--- config.mk ---
export PLATFORM = sky130hd
export DESIGN_NAME = dcm_clock_manager
export DESIGN_NICKNAME = d
export VERILOG_FILES = /design/src/dcm_pkg.sv /design/src/dcm_edge_sync.sv /design/src/dcm_delay_line.sv /design/src/dcm_clock_manager.sv
export SDC_FILE = /design/constraint.sdc
export NUM_CORES = 2
export LEC_CHECK = 0
export ABC_AREA = 1
export BUFFER_PORTS_ARGS = -buffer_cell sky130_fd_sc_hd__buf_4
export CELL_PAD_IN_SITES_DETAIL_PLACEMENT = 1
export CELL_PAD_IN_SITES_GLOBAL_PLACEMENT = 1
export CORE_MARGIN = 10
export CORE_UTILIZATION = 49
export CTS_BUF_LIST = sky130_fd_sc_hd__clkbuf_4
export CTS_CLUSTER_SIZE = 20
export DETAILED_ROUTE_END_ITERATION = 7
export MAX_ROUTING_LAYER = met4
export PLACE_DENSITY = 0.87
export SYNTH_ARGS = -nofsm -noshare
export SYNTH_HDL_FRONTEND = slang
export SYNTH_SLANG_ARGS = --single-unit
--- constraint.sdc ---
create_clock -name clock_in -period 8.7 [get_ports clock_in]
set_clock_uncertainty 0.05 [all_clocks]
set_input_delay 1.74 -clock clock_in [delete_from_list [all_inputs] [get_ports clock_in]]
set_output_delay 1.74 -clock clock_in [all_outputs]
set_load 0.02 [all_outputs]
--- src/dcm_pkg.sv ---
package dcm_pkg;

  // ****************************************************************
  // Sizes
  // ****************************************************************
  localparam int DCM_PERIOD_W = 12;   // Width of reference period count
  localparam int DCM_TAPS     = 64;   // Delay line length in taps
  localparam int DCM_TAP_W    = 6;    // Width of tap select
  localparam int DCM_NUM_OUT  = 9;    // Output clocks
  localparam int DCM_NUM_GLB  = 4;    // Outputs that may reach global buffers
  localparam int DCM_SYNC_N   = 5;    // Pins passed through synchronisers

  // ****************************************************************
  // Counts and reset values
  // ****************************************************************
  localparam logic [4:0]  DCM_LOCK_EDGES  = 5'h10;   // Aligned edges before lock
  localparam logic [11:0] DCM_STOP_CYCLES = 12'hFA0; // Idle cycles meaning stopped
  localparam logic [4:0]  DCM_DEFAULT_M   = 5'h04;   // Multiplier when unset
  localparam logic [4:0]  DCM_DEFAULT_D   = 5'h01;   // Divider when unset
  localparam logic [5:0]  DCM_DIV_X2_MIN  = 6'h03;   // Divide by 1.5, doubled
  localparam logic [5:0]  DCM_DIV_X2_MAX  = 6'h20;   // Divide by 16, doubled
  localparam logic [5:0]  DCM_DIV_X2_INT  = 6'h10;   // From here only integers
  localparam logic signed [9:0] DCM_PHASE_MAX = 10'sh0FF; // Phase setting limit
  localparam int DCM_PHASE_FRAC = 8;  // Phase unit is period over 256

  // ****************************************************************
  // Field positions
  // ****************************************************************
  localparam int DCM_ST_OVERFLOW = 0;
  localparam int DCM_ST_REF_STOP = 1;
  localparam int DCM_ST_FX_STOP  = 2;
  localparam int DCM_O_P0    = 0;
  localparam int DCM_O_P90   = 1;
  localparam int DCM_O_P180  = 2;
  localparam int DCM_O_P270  = 3;
  localparam int DCM_O_2X    = 4;
  localparam int DCM_O_2X180 = 5;
  localparam int DCM_O_DV    = 6;
  localparam int DCM_O_FX    = 7;
  localparam int DCM_O_FX180 = 8;
  localparam int DCM_PIN_REF = 0;
  localparam int DCM_PIN_FB  = 1;
  localparam int DCM_PIN_PSC = 2;
  localparam int DCM_PIN_REQ = 3;
  localparam int DCM_PIN_DIR = 4;

  // ****************************************************************
  // Enumerations
  // ****************************************************************
  typedef enum logic [1:0] {DCM_PS_NONE, DCM_PS_FIXED, DCM_PS_VARIABLE} dcm_ps_mode_e;
  typedef enum logic [1:0] {DCM_SH_IDLE, DCM_SH_WAIT, DCM_SH_PULSE, DCM_SH_END} dcm_shift_e;

endpackage

--- src/dcm_edge_sync.sv ---
module dcm_edge_sync
  import dcm_pkg::*;
(
  input  wire logic clock_in,
  input  wire logic rst_in,
  input  wire logic async_in,
  output logic      level_out,
  output logic      rise_out
);

  typedef struct packed {
    logic stage1;
    logic stage2;
    logic prev;
  } dcm_sync_s;

  dcm_sync_s st_reg;
  dcm_sync_s st_next;

  // Two flops, then one more for edge detection
  always_comb
  begin
    st_next        = st_reg;
    st_next.stage1 = async_in;
    st_next.stage2 = st_reg.stage1;
    st_next.prev   = st_reg.stage2;
  end

  always_ff @(posedge clock_in or posedge rst_in)
  begin
    if (rst_in)
      st_reg <= '0;
    else
      st_reg <= st_next;
  end

  assign level_out = st_reg.stage2;
  assign rise_out  = st_reg.stage2 & ~st_reg.prev;

endmodule // dcm_edge_sync

--- src/dcm_delay_line.sv ---
module dcm_delay_line
  import dcm_pkg::*;
#(
  parameter int TAPS  = DCM_TAPS,
  parameter int TAP_W = DCM_TAP_W
)
(
  input  wire logic             clock_in,
  input  wire logic             rst_in,
  input  wire logic             data_in,
  input  wire logic [TAP_W-1:0] tap_in,
  output logic                  data_out
);

  typedef struct packed {
    logic [TAPS-1:0] line;
    logic            out;
  } dcm_delay_s;

  dcm_delay_s st_reg;
  dcm_delay_s st_next;

  // Shift samples along the line and pick the selected tap
  always_comb
  begin
    st_next      = st_reg;
    st_next.line = {st_reg.line[TAPS-2:0], data_in};
    st_next.out  = st_reg.line[tap_in];
  end

  always_ff @(posedge clock_in or posedge rst_in)
  begin
    if (rst_in)
      st_reg <= '0;
    else
      st_reg <= st_next;
  end

  assign data_out = st_reg.out;

endmodule // dcm_delay_line

--- src/dcm_clock_manager.sv ---
// Overview of operation
// - Reset clears delay line, lock, phase state
// - Lock flag high only when all enabled loops locked
// - Status bits: overflow, reference stopped, synth stopped
// - Configuration completion can wait for lock
// - Delay line adjusted so edges match reference
// - Phase and doubled outputs aligned to phase zero output
// - Doubled outputs run at twice reference frequency
// - Divider 1.5 to 7.5 halves, 8 to 16
// - Synth runs at M over D, default 4/1
// - Inverted outputs lag by half a period
// - Synthesis outputs 50/50 except fractional divide high-frequency
// - Four phase outputs spaced a quarter period
// - High-frequency mode drops 90, 270, doubled outputs
// - Fine phase shift moves the four phase and two doubled outputs
// - Phase offset equals setting/256 times period
// - Phase setting limited to plus/minus 255
// - Shift clock edge with request steps phase
// - Variable mode centres zero skew in delay line
// - Fixed mode phase constant, whole line usable
// - At most four outputs reach global buffers
// - Frequency mode follows configuration input every cycle
module dcm_clock_manager
  import dcm_pkg::*;
#(
  parameter int PW    = DCM_PERIOD_W,
  parameter int TAPS  = DCM_TAPS,
  parameter int TAP_W = DCM_TAP_W
)
(
  input  wire logic              clock_in,
  input  wire logic              rst_in,
  input  wire logic              ref_clock_in,
  input  wire logic              feedback_clock_in,
  input  wire logic              shift_clock_in,
  input  wire logic              shift_request_in,
  input  wire logic              shift_direction_in,
  input  wire logic              feedback_used_in,
  input  wire logic              high_freq_mode_in,
  input  wire logic              lock_wait_in,
  input  wire logic [1:0]        phase_mode_in,
  input  wire logic signed [8:0] phase_offset_setting_in,
  input  wire logic [5:0]        divide_x2_in,
  input  wire logic [4:0]        synth_mult_in,
  input  wire logic [4:0]        synth_div_in,
  input  wire logic [8:0]        global_enable_in,
  output logic                   out_phase_0_out,
  output logic                   out_phase_90_out,
  output logic                   out_phase_180_out,
  output logic                   out_phase_270_out,
  output logic                   doubled_clock_out,
  output logic                   doubled_clock_inverted_out,
  output logic                   divided_clock_out,
  output logic                   synth_clock_out,
  output logic                   synth_clock_inverted_out,
  output logic [3:0]             global_clock_out,
  output logic                   global_overuse_out,
  output logic                   lock_flag_out,
  output logic [7:0]             status_out,
  output logic                   shift_complete_out,
  output logic                   config_done_out
);

  localparam int EW = PW + 4;   // Signed width for edge offsets

  typedef struct packed {
    logic [PW-1:0]          ref_cnt;
    logic [PW-1:0]          period;
    logic                   period_ok;
    logic [PW-1:0]          gen_cnt;
    logic                   dly_prev;
    logic [TAP_W-1:0]       tap;
    logic [4:0]             lock_cnt;
    logic                   locked;
    logic                   cfg_seen;
    logic signed [9:0]      phase;
    dcm_shift_e             sh_state;
    logic                   overflow;
    logic                   shift_done;
    logic [11:0]            ref_idle;
    logic [11:0]            fx_idle;
    logic                   ref_stop;
    logic                   fx_stop;
    logic [PW+4:0]          dv_cnt;
    logic [PW+5:0]          fx_acc;
    logic [DCM_NUM_OUT-1:0] clk;
    logic [3:0]             glb;
    logic                   glb_over;
  } dcm_state_s;

  dcm_state_s st_reg;
  dcm_state_s st_next;

  // ****************************************************************
  // Pin synchronisers and delay line
  // ****************************************************************
  logic [DCM_SYNC_N-1:0] pin_async;
  logic [DCM_SYNC_N-1:0] pin_lvl;
  logic [DCM_SYNC_N-1:0] pin_rise;
  logic                  dly_ref;

  assign pin_async = {shift_direction_in, shift_request_in, shift_clock_in,
                      feedback_clock_in, ref_clock_in};

  // One synchroniser per outside pin
  for (genvar i = 0; i < DCM_SYNC_N; i++)
  begin : g_sync
    dcm_edge_sync u_sync (
      .clock_in  (clock_in),
      .rst_in    (rst_in),
      .async_in  (pin_async[i]),
      .level_out (pin_lvl[i]),
      .rise_out  (pin_rise[i])
    );
  end

  // Tap select delays the reference that the phase and doubled outputs derive from
  dcm_delay_line #(.TAPS(TAPS), .TAP_W(TAP_W)) u_line (
    .clock_in (clock_in),
    .rst_in   (rst_in),
    .data_in  (pin_lvl[DCM_PIN_REF]),
    .tap_in   (st_reg.tap),
    .data_out (dly_ref)
  );

  // ****************************************************************
  // Derived quantities
  // ****************************************************************
  logic [4:0]             m_eff;
  logic [4:0]             d_eff;
  logic [5:0]             div_eff;
  logic [PW-1:0]          half;
  logic [PW-1:0]          quarter;
  logic [PW-1:0]          ref_inc;
  logic signed [PW+10:0]  phase_prod;
  logic signed [PW+10:0]  step_prod;
  logic signed [EW-1:0]   target;
  logic signed [EW-1:0]   step_cyc;
  logic signed [EW-1:0]   offset;
  logic signed [EW-1:0]   err;
  logic signed [9:0]      step_phase;
  logic signed [9:0]      cfg_phase;
  logic                   step_ok;
  logic                   aligned;
  logic                   dly_rise;
  logic                   run;
  logic [PW+4:0]          fx_span;
  logic [PW+5:0]          dv_prod;
  logic [PW+4:0]          dv_len;
  logic [PW+4:0]          dv_hi;
  logic [PW+5:0]          fx_sum;

  // Unset synth factors fall back to 4 over 1
  assign m_eff = (synth_mult_in == 5'h00) ? DCM_DEFAULT_M : synth_mult_in;
  assign d_eff = (synth_div_in == 5'h00) ? DCM_DEFAULT_D : synth_div_in;

  // Divider clamp: halves up to 7.5, whole numbers beyond
  always_comb
  begin
    if (divide_x2_in < DCM_DIV_X2_MIN)
      div_eff = DCM_DIV_X2_MIN;
    else if (divide_x2_in > DCM_DIV_X2_MAX)
      div_eff = DCM_DIV_X2_MAX;
    else if (divide_x2_in > DCM_DIV_X2_INT)
      div_eff = {divide_x2_in[5:1], 1'b0};
    else
      div_eff = divide_x2_in;
  end

  assign half     = st_reg.period >> 1;
  assign quarter  = st_reg.period >> 2;
  assign ref_inc  = st_reg.ref_cnt + {{(PW-1){1'b0}}, 1'b1};
  assign dly_rise = dly_ref & ~st_reg.dly_prev;
  assign run      = st_reg.period_ok & ~st_reg.ref_stop;

  // Offset in cycles is setting times period over 256
  assign phase_prod = $signed(st_reg.phase) * $signed({1'b0, st_reg.period});
  assign step_prod  = $signed(step_phase) * $signed({1'b0, st_reg.period});
  assign target     = EW'(phase_prod >>> DCM_PHASE_FRAC);
  assign step_cyc   = EW'(step_prod >>> DCM_PHASE_FRAC);

  // One step up or down, refused past 255 or half the line
  assign step_phase = pin_lvl[DCM_PIN_DIR] ? st_reg.phase + 10'sh001
                                           : st_reg.phase - 10'sh001;
  assign step_ok    = (step_phase <= DCM_PHASE_MAX) && (step_phase >= -DCM_PHASE_MAX)
                      && (step_cyc <= EW'(TAPS / 2))
                      && (step_cyc >= -EW'(TAPS / 2));

  // Configured offset, -256 pulled in to -255
  assign cfg_phase = (phase_offset_setting_in < -9'sh0FF) ? -DCM_PHASE_MAX
                     : 10'(phase_offset_setting_in);

  // Feedback position relative to the reference edge, wrapped to +-half
  assign offset  = ({4'h0, st_reg.ref_cnt} > {4'h0, half})
                   ? $signed({4'h0, st_reg.ref_cnt}) - $signed({4'h0, st_reg.period})
                   : $signed({4'h0, st_reg.ref_cnt});
  assign err     = offset - target;
  assign aligned = (err <= EW'(1)) && (err >= -EW'(1));

  // Synth span and divider lengths in clock cycles
  assign fx_span = {5'h00, st_reg.period} * {{PW{1'b0}}, d_eff};
  assign dv_prod = {6'h00, st_reg.period} * {{PW{1'b0}}, div_eff};
  assign dv_len  = dv_prod[PW+5:1];
  assign dv_hi   = (high_freq_mode_in && div_eff[0])
                   ? (dv_len >> 1) + {5'h00, quarter}
                   : dv_len >> 1;
  assign fx_sum  = st_reg.fx_acc + {{PW{1'b0}}, m_eff, 1'b0};

  // ****************************************************************
  // Next state
  // ****************************************************************
  always_comb
  begin
    int unsigned used;
    used     = 0;
    st_next  = st_reg;
    st_next.dly_prev = dly_ref;

    // Reference period measurement and idle watch
    if (pin_rise[DCM_PIN_REF])
    begin
      st_next.ref_cnt   = '0;
      st_next.period    = ref_inc;
      st_next.period_ok = (ref_inc == st_reg.period);
      st_next.ref_idle  = '0;
    end
    else
    begin
      if (st_reg.ref_cnt != '1)
        st_next.ref_cnt = ref_inc;
      if (st_reg.ref_idle != DCM_STOP_CYCLES)
        st_next.ref_idle = st_reg.ref_idle + 12'h001;
    end
    st_next.ref_stop = (st_next.ref_idle == DCM_STOP_CYCLES);
    if (st_next.ref_stop)
      st_next.period_ok = 1'b0;

    // Output phase counter restarts on the delayed reference
    if (dly_rise)
      st_next.gen_cnt = '0;
    else if (st_reg.gen_cnt != '1)
      st_next.gen_cnt = st_reg.gen_cnt + {{(PW-1){1'b0}}, 1'b1};

    // Capture configuration once after reset release
    if (!st_reg.cfg_seen)
    begin
      st_next.cfg_seen = 1'b1;
      st_next.phase    = (phase_mode_in == DCM_PS_NONE) ? 10'sh000 : cfg_phase;
      st_next.tap      = (phase_mode_in == DCM_PS_VARIABLE)
                         ? TAP_W'(TAPS / 2) : '0;
    end

    // De-skew loop moves the tap until feedback meets the target offset
    if (feedback_used_in && pin_rise[DCM_PIN_FB] && st_reg.period_ok)
    begin
      if (err > EW'(1) && st_reg.tap != '0)
        st_next.tap = st_reg.tap - {{(TAP_W-1){1'b0}}, 1'b1};
      else if (err < -EW'(1) && st_reg.tap != TAP_W'(TAPS - 1))
        st_next.tap = st_reg.tap + {{(TAP_W-1){1'b0}}, 1'b1};
    end

    // Lock counting over aligned feedback or stable reference edges
    if (st_next.ref_stop || (pin_rise[DCM_PIN_REF] && !st_next.period_ok))
      st_next.lock_cnt = '0;
    else if (feedback_used_in ? (pin_rise[DCM_PIN_FB] && aligned && st_reg.period_ok)
                              : pin_rise[DCM_PIN_REF])
    begin
      if (st_reg.lock_cnt != DCM_LOCK_EDGES)
        st_next.lock_cnt = st_reg.lock_cnt + 5'h01;
    end
    st_next.locked = (st_next.lock_cnt == DCM_LOCK_EDGES);

    // Phase step handshake on the synchronised shift clock
    case (st_reg.sh_state)
      DCM_SH_IDLE:
      begin
        if (pin_rise[DCM_PIN_PSC] && pin_lvl[DCM_PIN_REQ]
            && phase_mode_in == DCM_PS_VARIABLE && st_reg.cfg_seen)
        begin
          if (step_ok)
          begin
            st_next.phase    = step_phase;
            st_next.overflow = 1'b0;
          end
          else
            st_next.overflow = 1'b1;
          st_next.sh_state = DCM_SH_WAIT;
        end
      end
      DCM_SH_WAIT:
      begin
        if (!feedback_used_in || !run || (pin_rise[DCM_PIN_FB] && aligned))
          st_next.sh_state = DCM_SH_PULSE;
      end
      DCM_SH_PULSE:
      begin
        if (pin_rise[DCM_PIN_PSC])
        begin
          st_next.shift_done = 1'b1;
          st_next.sh_state   = DCM_SH_END;
        end
      end
      DCM_SH_END:
      begin
        if (pin_rise[DCM_PIN_PSC])
        begin
          st_next.shift_done = 1'b0;
          st_next.sh_state   = DCM_SH_IDLE;
        end
      end
      default:
      begin
        st_next.shift_done = 1'b0;
        st_next.sh_state   = DCM_SH_IDLE;
      end
    endcase

    // Coarse phases from the delayed reference counter
    st_next.clk[DCM_O_P0]   = run & (st_next.gen_cnt < half);
    st_next.clk[DCM_O_P90]  = run & ~high_freq_mode_in
                              & (st_next.gen_cnt >= quarter)
                              & (st_next.gen_cnt < quarter + half);
    st_next.clk[DCM_O_P180] = run & (st_next.gen_cnt >= half);
    st_next.clk[DCM_O_P270] = run & ~high_freq_mode_in
                              & ((st_next.gen_cnt < quarter)
                              | (st_next.gen_cnt >= half + quarter));
    st_next.clk[DCM_O_2X]   = run & ~high_freq_mode_in
                              & ((st_next.gen_cnt < quarter)
                              | ((st_next.gen_cnt >= half)
                              & (st_next.gen_cnt < half + quarter)));
    st_next.clk[DCM_O_2X180] = run & ~high_freq_mode_in
                               & ~st_next.clk[DCM_O_2X];

    // Divider counts cycles of the configured length
    if (!run || st_reg.dv_cnt >= dv_len - {{(PW+4){1'b0}}, 1'b1})
      st_next.dv_cnt = '0;
    else
      st_next.dv_cnt = st_reg.dv_cnt + {{(PW+4){1'b0}}, 1'b1};
    st_next.clk[DCM_O_DV] = run & (st_next.dv_cnt < dv_hi);

    // Synth accumulator toggles 2M times per D reference periods
    if (!run)
    begin
      st_next.fx_acc        = '0;
      st_next.clk[DCM_O_FX] = 1'b0;
    end
    else if (fx_sum >= {1'b0, fx_span})
    begin
      st_next.fx_acc        = fx_sum - {1'b0, fx_span};
      st_next.clk[DCM_O_FX] = ~st_reg.clk[DCM_O_FX];
    end
    else
      st_next.fx_acc = fx_sum;
    st_next.clk[DCM_O_FX180] = run & ~st_next.clk[DCM_O_FX];

    // Synth stopped when it has not toggled for the idle limit
    if (st_next.clk[DCM_O_FX] != st_reg.clk[DCM_O_FX])
      st_next.fx_idle = '0;
    else if (st_reg.fx_idle != DCM_STOP_CYCLES)
      st_next.fx_idle = st_reg.fx_idle + 12'h001;
    st_next.fx_stop = (st_next.fx_idle == DCM_STOP_CYCLES);

    // First four enabled outputs go to the global buffers
    st_next.glb      = '0;
    st_next.glb_over = 1'b0;
    for (int k = 0; k < DCM_NUM_OUT; k++)
    begin
      if (global_enable_in[k])
      begin
        if (used < DCM_NUM_GLB)
          st_next.glb[used[1:0]] = st_next.clk[k];
        else
          st_next.glb_over = 1'b1;
        used = used + 1;
      end
    end
  end

  // Whole manager returns to its initial condition on reset
  always_ff @(posedge clock_in or posedge rst_in)
  begin
    if (rst_in)
      st_reg <= '0;
    else
      st_reg <= st_next;
  end

  // ****************************************************************
  // Outputs
  // ****************************************************************
  assign out_phase_0_out            = st_reg.clk[DCM_O_P0];
  assign out_phase_90_out           = st_reg.clk[DCM_O_P90];
  assign out_phase_180_out          = st_reg.clk[DCM_O_P180];
  assign out_phase_270_out          = st_reg.clk[DCM_O_P270];
  assign doubled_clock_out          = st_reg.clk[DCM_O_2X];
  assign doubled_clock_inverted_out = st_reg.clk[DCM_O_2X180];
  assign divided_clock_out          = st_reg.clk[DCM_O_DV];
  assign synth_clock_out            = st_reg.clk[DCM_O_FX];
  assign synth_clock_inverted_out   = st_reg.clk[DCM_O_FX180];
  assign global_clock_out           = st_reg.glb;
  assign global_overuse_out         = st_reg.glb_over;
  assign lock_flag_out              = st_reg.locked;
  assign shift_complete_out         = st_reg.shift_done;
  assign config_done_out            = ~lock_wait_in | st_reg.locked;

  // Status vector, upper bits unused
  always_comb
  begin
    status_out                  = 8'h00;
    status_out[DCM_ST_OVERFLOW] = st_reg.overflow;
    status_out[DCM_ST_REF_STOP] = st_reg.ref_stop;
    status_out[DCM_ST_FX_STOP]  = st_reg.fx_stop;
  end

endmodule // dcm_clock_manager

==> results.json <==
{
  "drt-total-wl_um": 107000,
  "grt_antenna_before_repair": 4,
  "synth-adder-area-share_pct": 32.4,
  "vias": 28759,
  "arrival_ns": 10.75,
  "setup_viol": 5,
  "status": "finished, violations left",
  "portBuffers": 65,
  "startpoint_type": "input port",
  "yosys.area.top_type": "dfrtp_1",
  "synth_xor_area_share_pct": 5.27,
  "tritoncts.num_buffers": 60,
  "rsz0062_at_grt": "true",
  "grt_pass1_vias": 30500,
  "synth_top_family_by_area": "adder cells",
  "clockRootBuffer": "clkbuf_4",
  "tightest_slew_ns": 1.08,
  "violations": "setup timing",
  "stdcell_count": 5001,
  "synth_area_leaders": "dfrtp_1, ha_1, fa_1",
  "path_buf_inv": 10,
  "setup-tns-final_ns": -6.26,
  "dieHeight_um": 265,
  "synth_edf_count": 0,
  "num_rows": 89,
  "async_reset_ff_share_pct": 100,
  "drc": 0,
  "end_kind": "flip-flop",
  "netlist_instances": 3986,
  "dieWidth_um": 265,
  "worstSetupPathDepth": 50,
  "avgSynthCellArea_um2": 7.37,
  "power_density_mw_per_mm2": 298,
  "fmax_ghz": 0.0994,
  "total_power_mw": 9.80,
  "synthSimpleGateAreaFrac_pct": 22.3,
  "ys.flop_type": "dfrtp_1",
  "worst_slack_ns": -1.36,
  "timing.final.crit_share_pct": 116,
  "path_common_cell": "nand2_1",
  "synth-seq-cells": 217,
  "synth.most_common_cell": "nand2_1",
  "cp_data_required_time_ns": 9.39,
  "syn-cell-area_mm2": 0.0294,
  "worstHoldPathType": "reg -> reg",
  "yosysSeqAreaShare_pct": 18.5,
  "gr-total-overflow": 0,
  "fin_util_pct": 55.5,
  "drive_above_1_share_pct": 11.1,
  "ir_drop_v": 0.000303,
  "clk_latency_ns": 0.92,
  "slew_headroom_pct": 28.2,
  "cts_buffer_depth": 3,
  "vias_per_cell": 5.75,
  "min_period_ns": 10.06,
  "synth_commonest_cells": "nand2_1, inv_1, nor2_1, ha_1, fa_1",
  "slew_viol_final": 0,
  "crit_type": "in -> reg",
  "ios": 71,
  "area_growth_syn_to_layout_pct": 11.9,
  "cap_violations": 0,
  "grt_pass1_wl_um": 154000,
  "drt-pass1-iter-count": 5,
  "dp.cells": 4873,
  "dpl_worst_slack_ns": -1.31,
  "worst_r2r_path_depth": 46,
  "cts_tree": "done",
  "grt_max_degree": 99,
  "start_util_pct": 49.6,
  "wl_per_cell_um": 21.4,
  "max_stage_delay_ns": 0.68,
  "clkTransAtPathRegs_ns": 0.08,
  "cp_max_fo": 10,
  "grt_usage_pct": 27.5,
  "dpl.hpwl_um": 75400,
  "synth-compound-area-share_pct": 10.1,
  "largest_reg_flops": 110,
  "slowest_stage": "fa_1",
  "die_area_mm2": 0.0702,
  "ant_nets": 0,
  "clock-sinks": 217,
  "muxShareOfSynthArea_pct": 0.0341,
  "core_mm2": 0.0592,
  "ys_types": 60,
  "hold_buffers": 0,
  "cts_max_level": 2,
  "gp_routability_congestion": 0.945,
  "final_net_count": 4840,
  "crit_family": "simple AND/OR/NAND/NOR gates",
  "ys_warn_count": 0,
  "hold_path_depth": 0,
  "drtIter0Drc": 2288,
  "finalHoldViolCount": 0,
  "yosys.area.top_type_share_pct": 18.5,
  "p_leak_nw": 18.1
}
==> final timing paths <==
| check | to | slack (ns) | from |
|---|---|---|---|
| setup reg to reg | global_clock_out[0] | -0.89 | half[3] |
| hold reg to reg | u_line.st_next[47] | 0.26 | u_line.st_next[46] |
| min in group asynchronous | st_reg[95] | 0.93 | rst_in |
| hold / removal | u_line.st_next[47] | 0.26 | u_line.st_next[46] |
| max in group asynchronous | st_reg[41] | 6.21 | rst_in |
| setup / recovery | global_clock_out[0] | -1.36 | divide_x2_in[1] |
==> layout by cell type (no fill, tap or decap), types with 8 or more instances in the layout <==
master / count
fa_1: 233
a211oi_1: 11
buf_4: 230
nor2_2: 19
nor4_1: 17
o211ai_1: 22
a31oi_1: 9
or2_2: 12
nand3_2: 10
nand3b_1: 9
nand2_1: 818
inv_1: 745
dfrtp_1: 211
xnor2_1: 51
clkinv_2: 9
o21bai_1: 21
a21oi_1: 191
o21ai_0: 174
nand2_2: 19
ha_1: 379
nor3_1: 59
nor2_1: 374
clkinv_1: 21
a21o_1: 10
nand4_1: 52
clkbuf_4: 85
o21ai_2: 10
inv_2: 8
xor2_1: 119
nand3_1: 147
o21ai_1: 9
o22ai_1: 21
==> per-layer routing <==
metal  track usage [%]  routed length, um
met1              30.9              40700
met2              48.7              52200
met3              3.74               7210
met4              11.4               6840
met5                 -                  0
==> kinds of logic after synthesis <==
kind of cell | count (synthesis)
compound gates | 521
xor+xnor | 175
fa+ha+maj | 620
buf+inv | 878
flops | 217
mux | 1
other cells | 2
simple gates | 1572
==> through the flow <==
step / cell area (um^2) / hold slack (ns)
floorplan: 29400 / 0.281
global placement: 31600 / 0.284
detailed placement: 31600 / 0.291
CTS: 32500 / 0.278
global route: 32900 / 0.293
finish: 32900 / 0.260
==> power breakdown <==
| group | total, mW | switching [mW] | internal, mW |
|---|---|---|---|
| logic | 7.52 | 4.89 | 2.62 |
| registers | 1.30 | 0.149 | 1.15 |
| clock network | 0.985 | 0.527 | 0.458 |
| total | 9.80 | 5.57 | 4.23 |
==> repair_timing <==
action                     CTS  global route
cloned                       0             1
setup endpoints to repair    5            13
resized for setup           25            79
pin swaps                   11            53
setup buffers                4             7
==> layout make-up <==
cell class	instances	area [um^2]
antenna	6	15.0
multi-input combinational	2895	21000
timing repair buffer	234	1780
timing repair inverter	1	7.51
clock inverter	25	126
sequential	217	5440
inverter	765	2890
clock buffer	85	638
fill	7602	26400
tap	773	967
No activity file was read; power rests on OpenSTA's default activity.
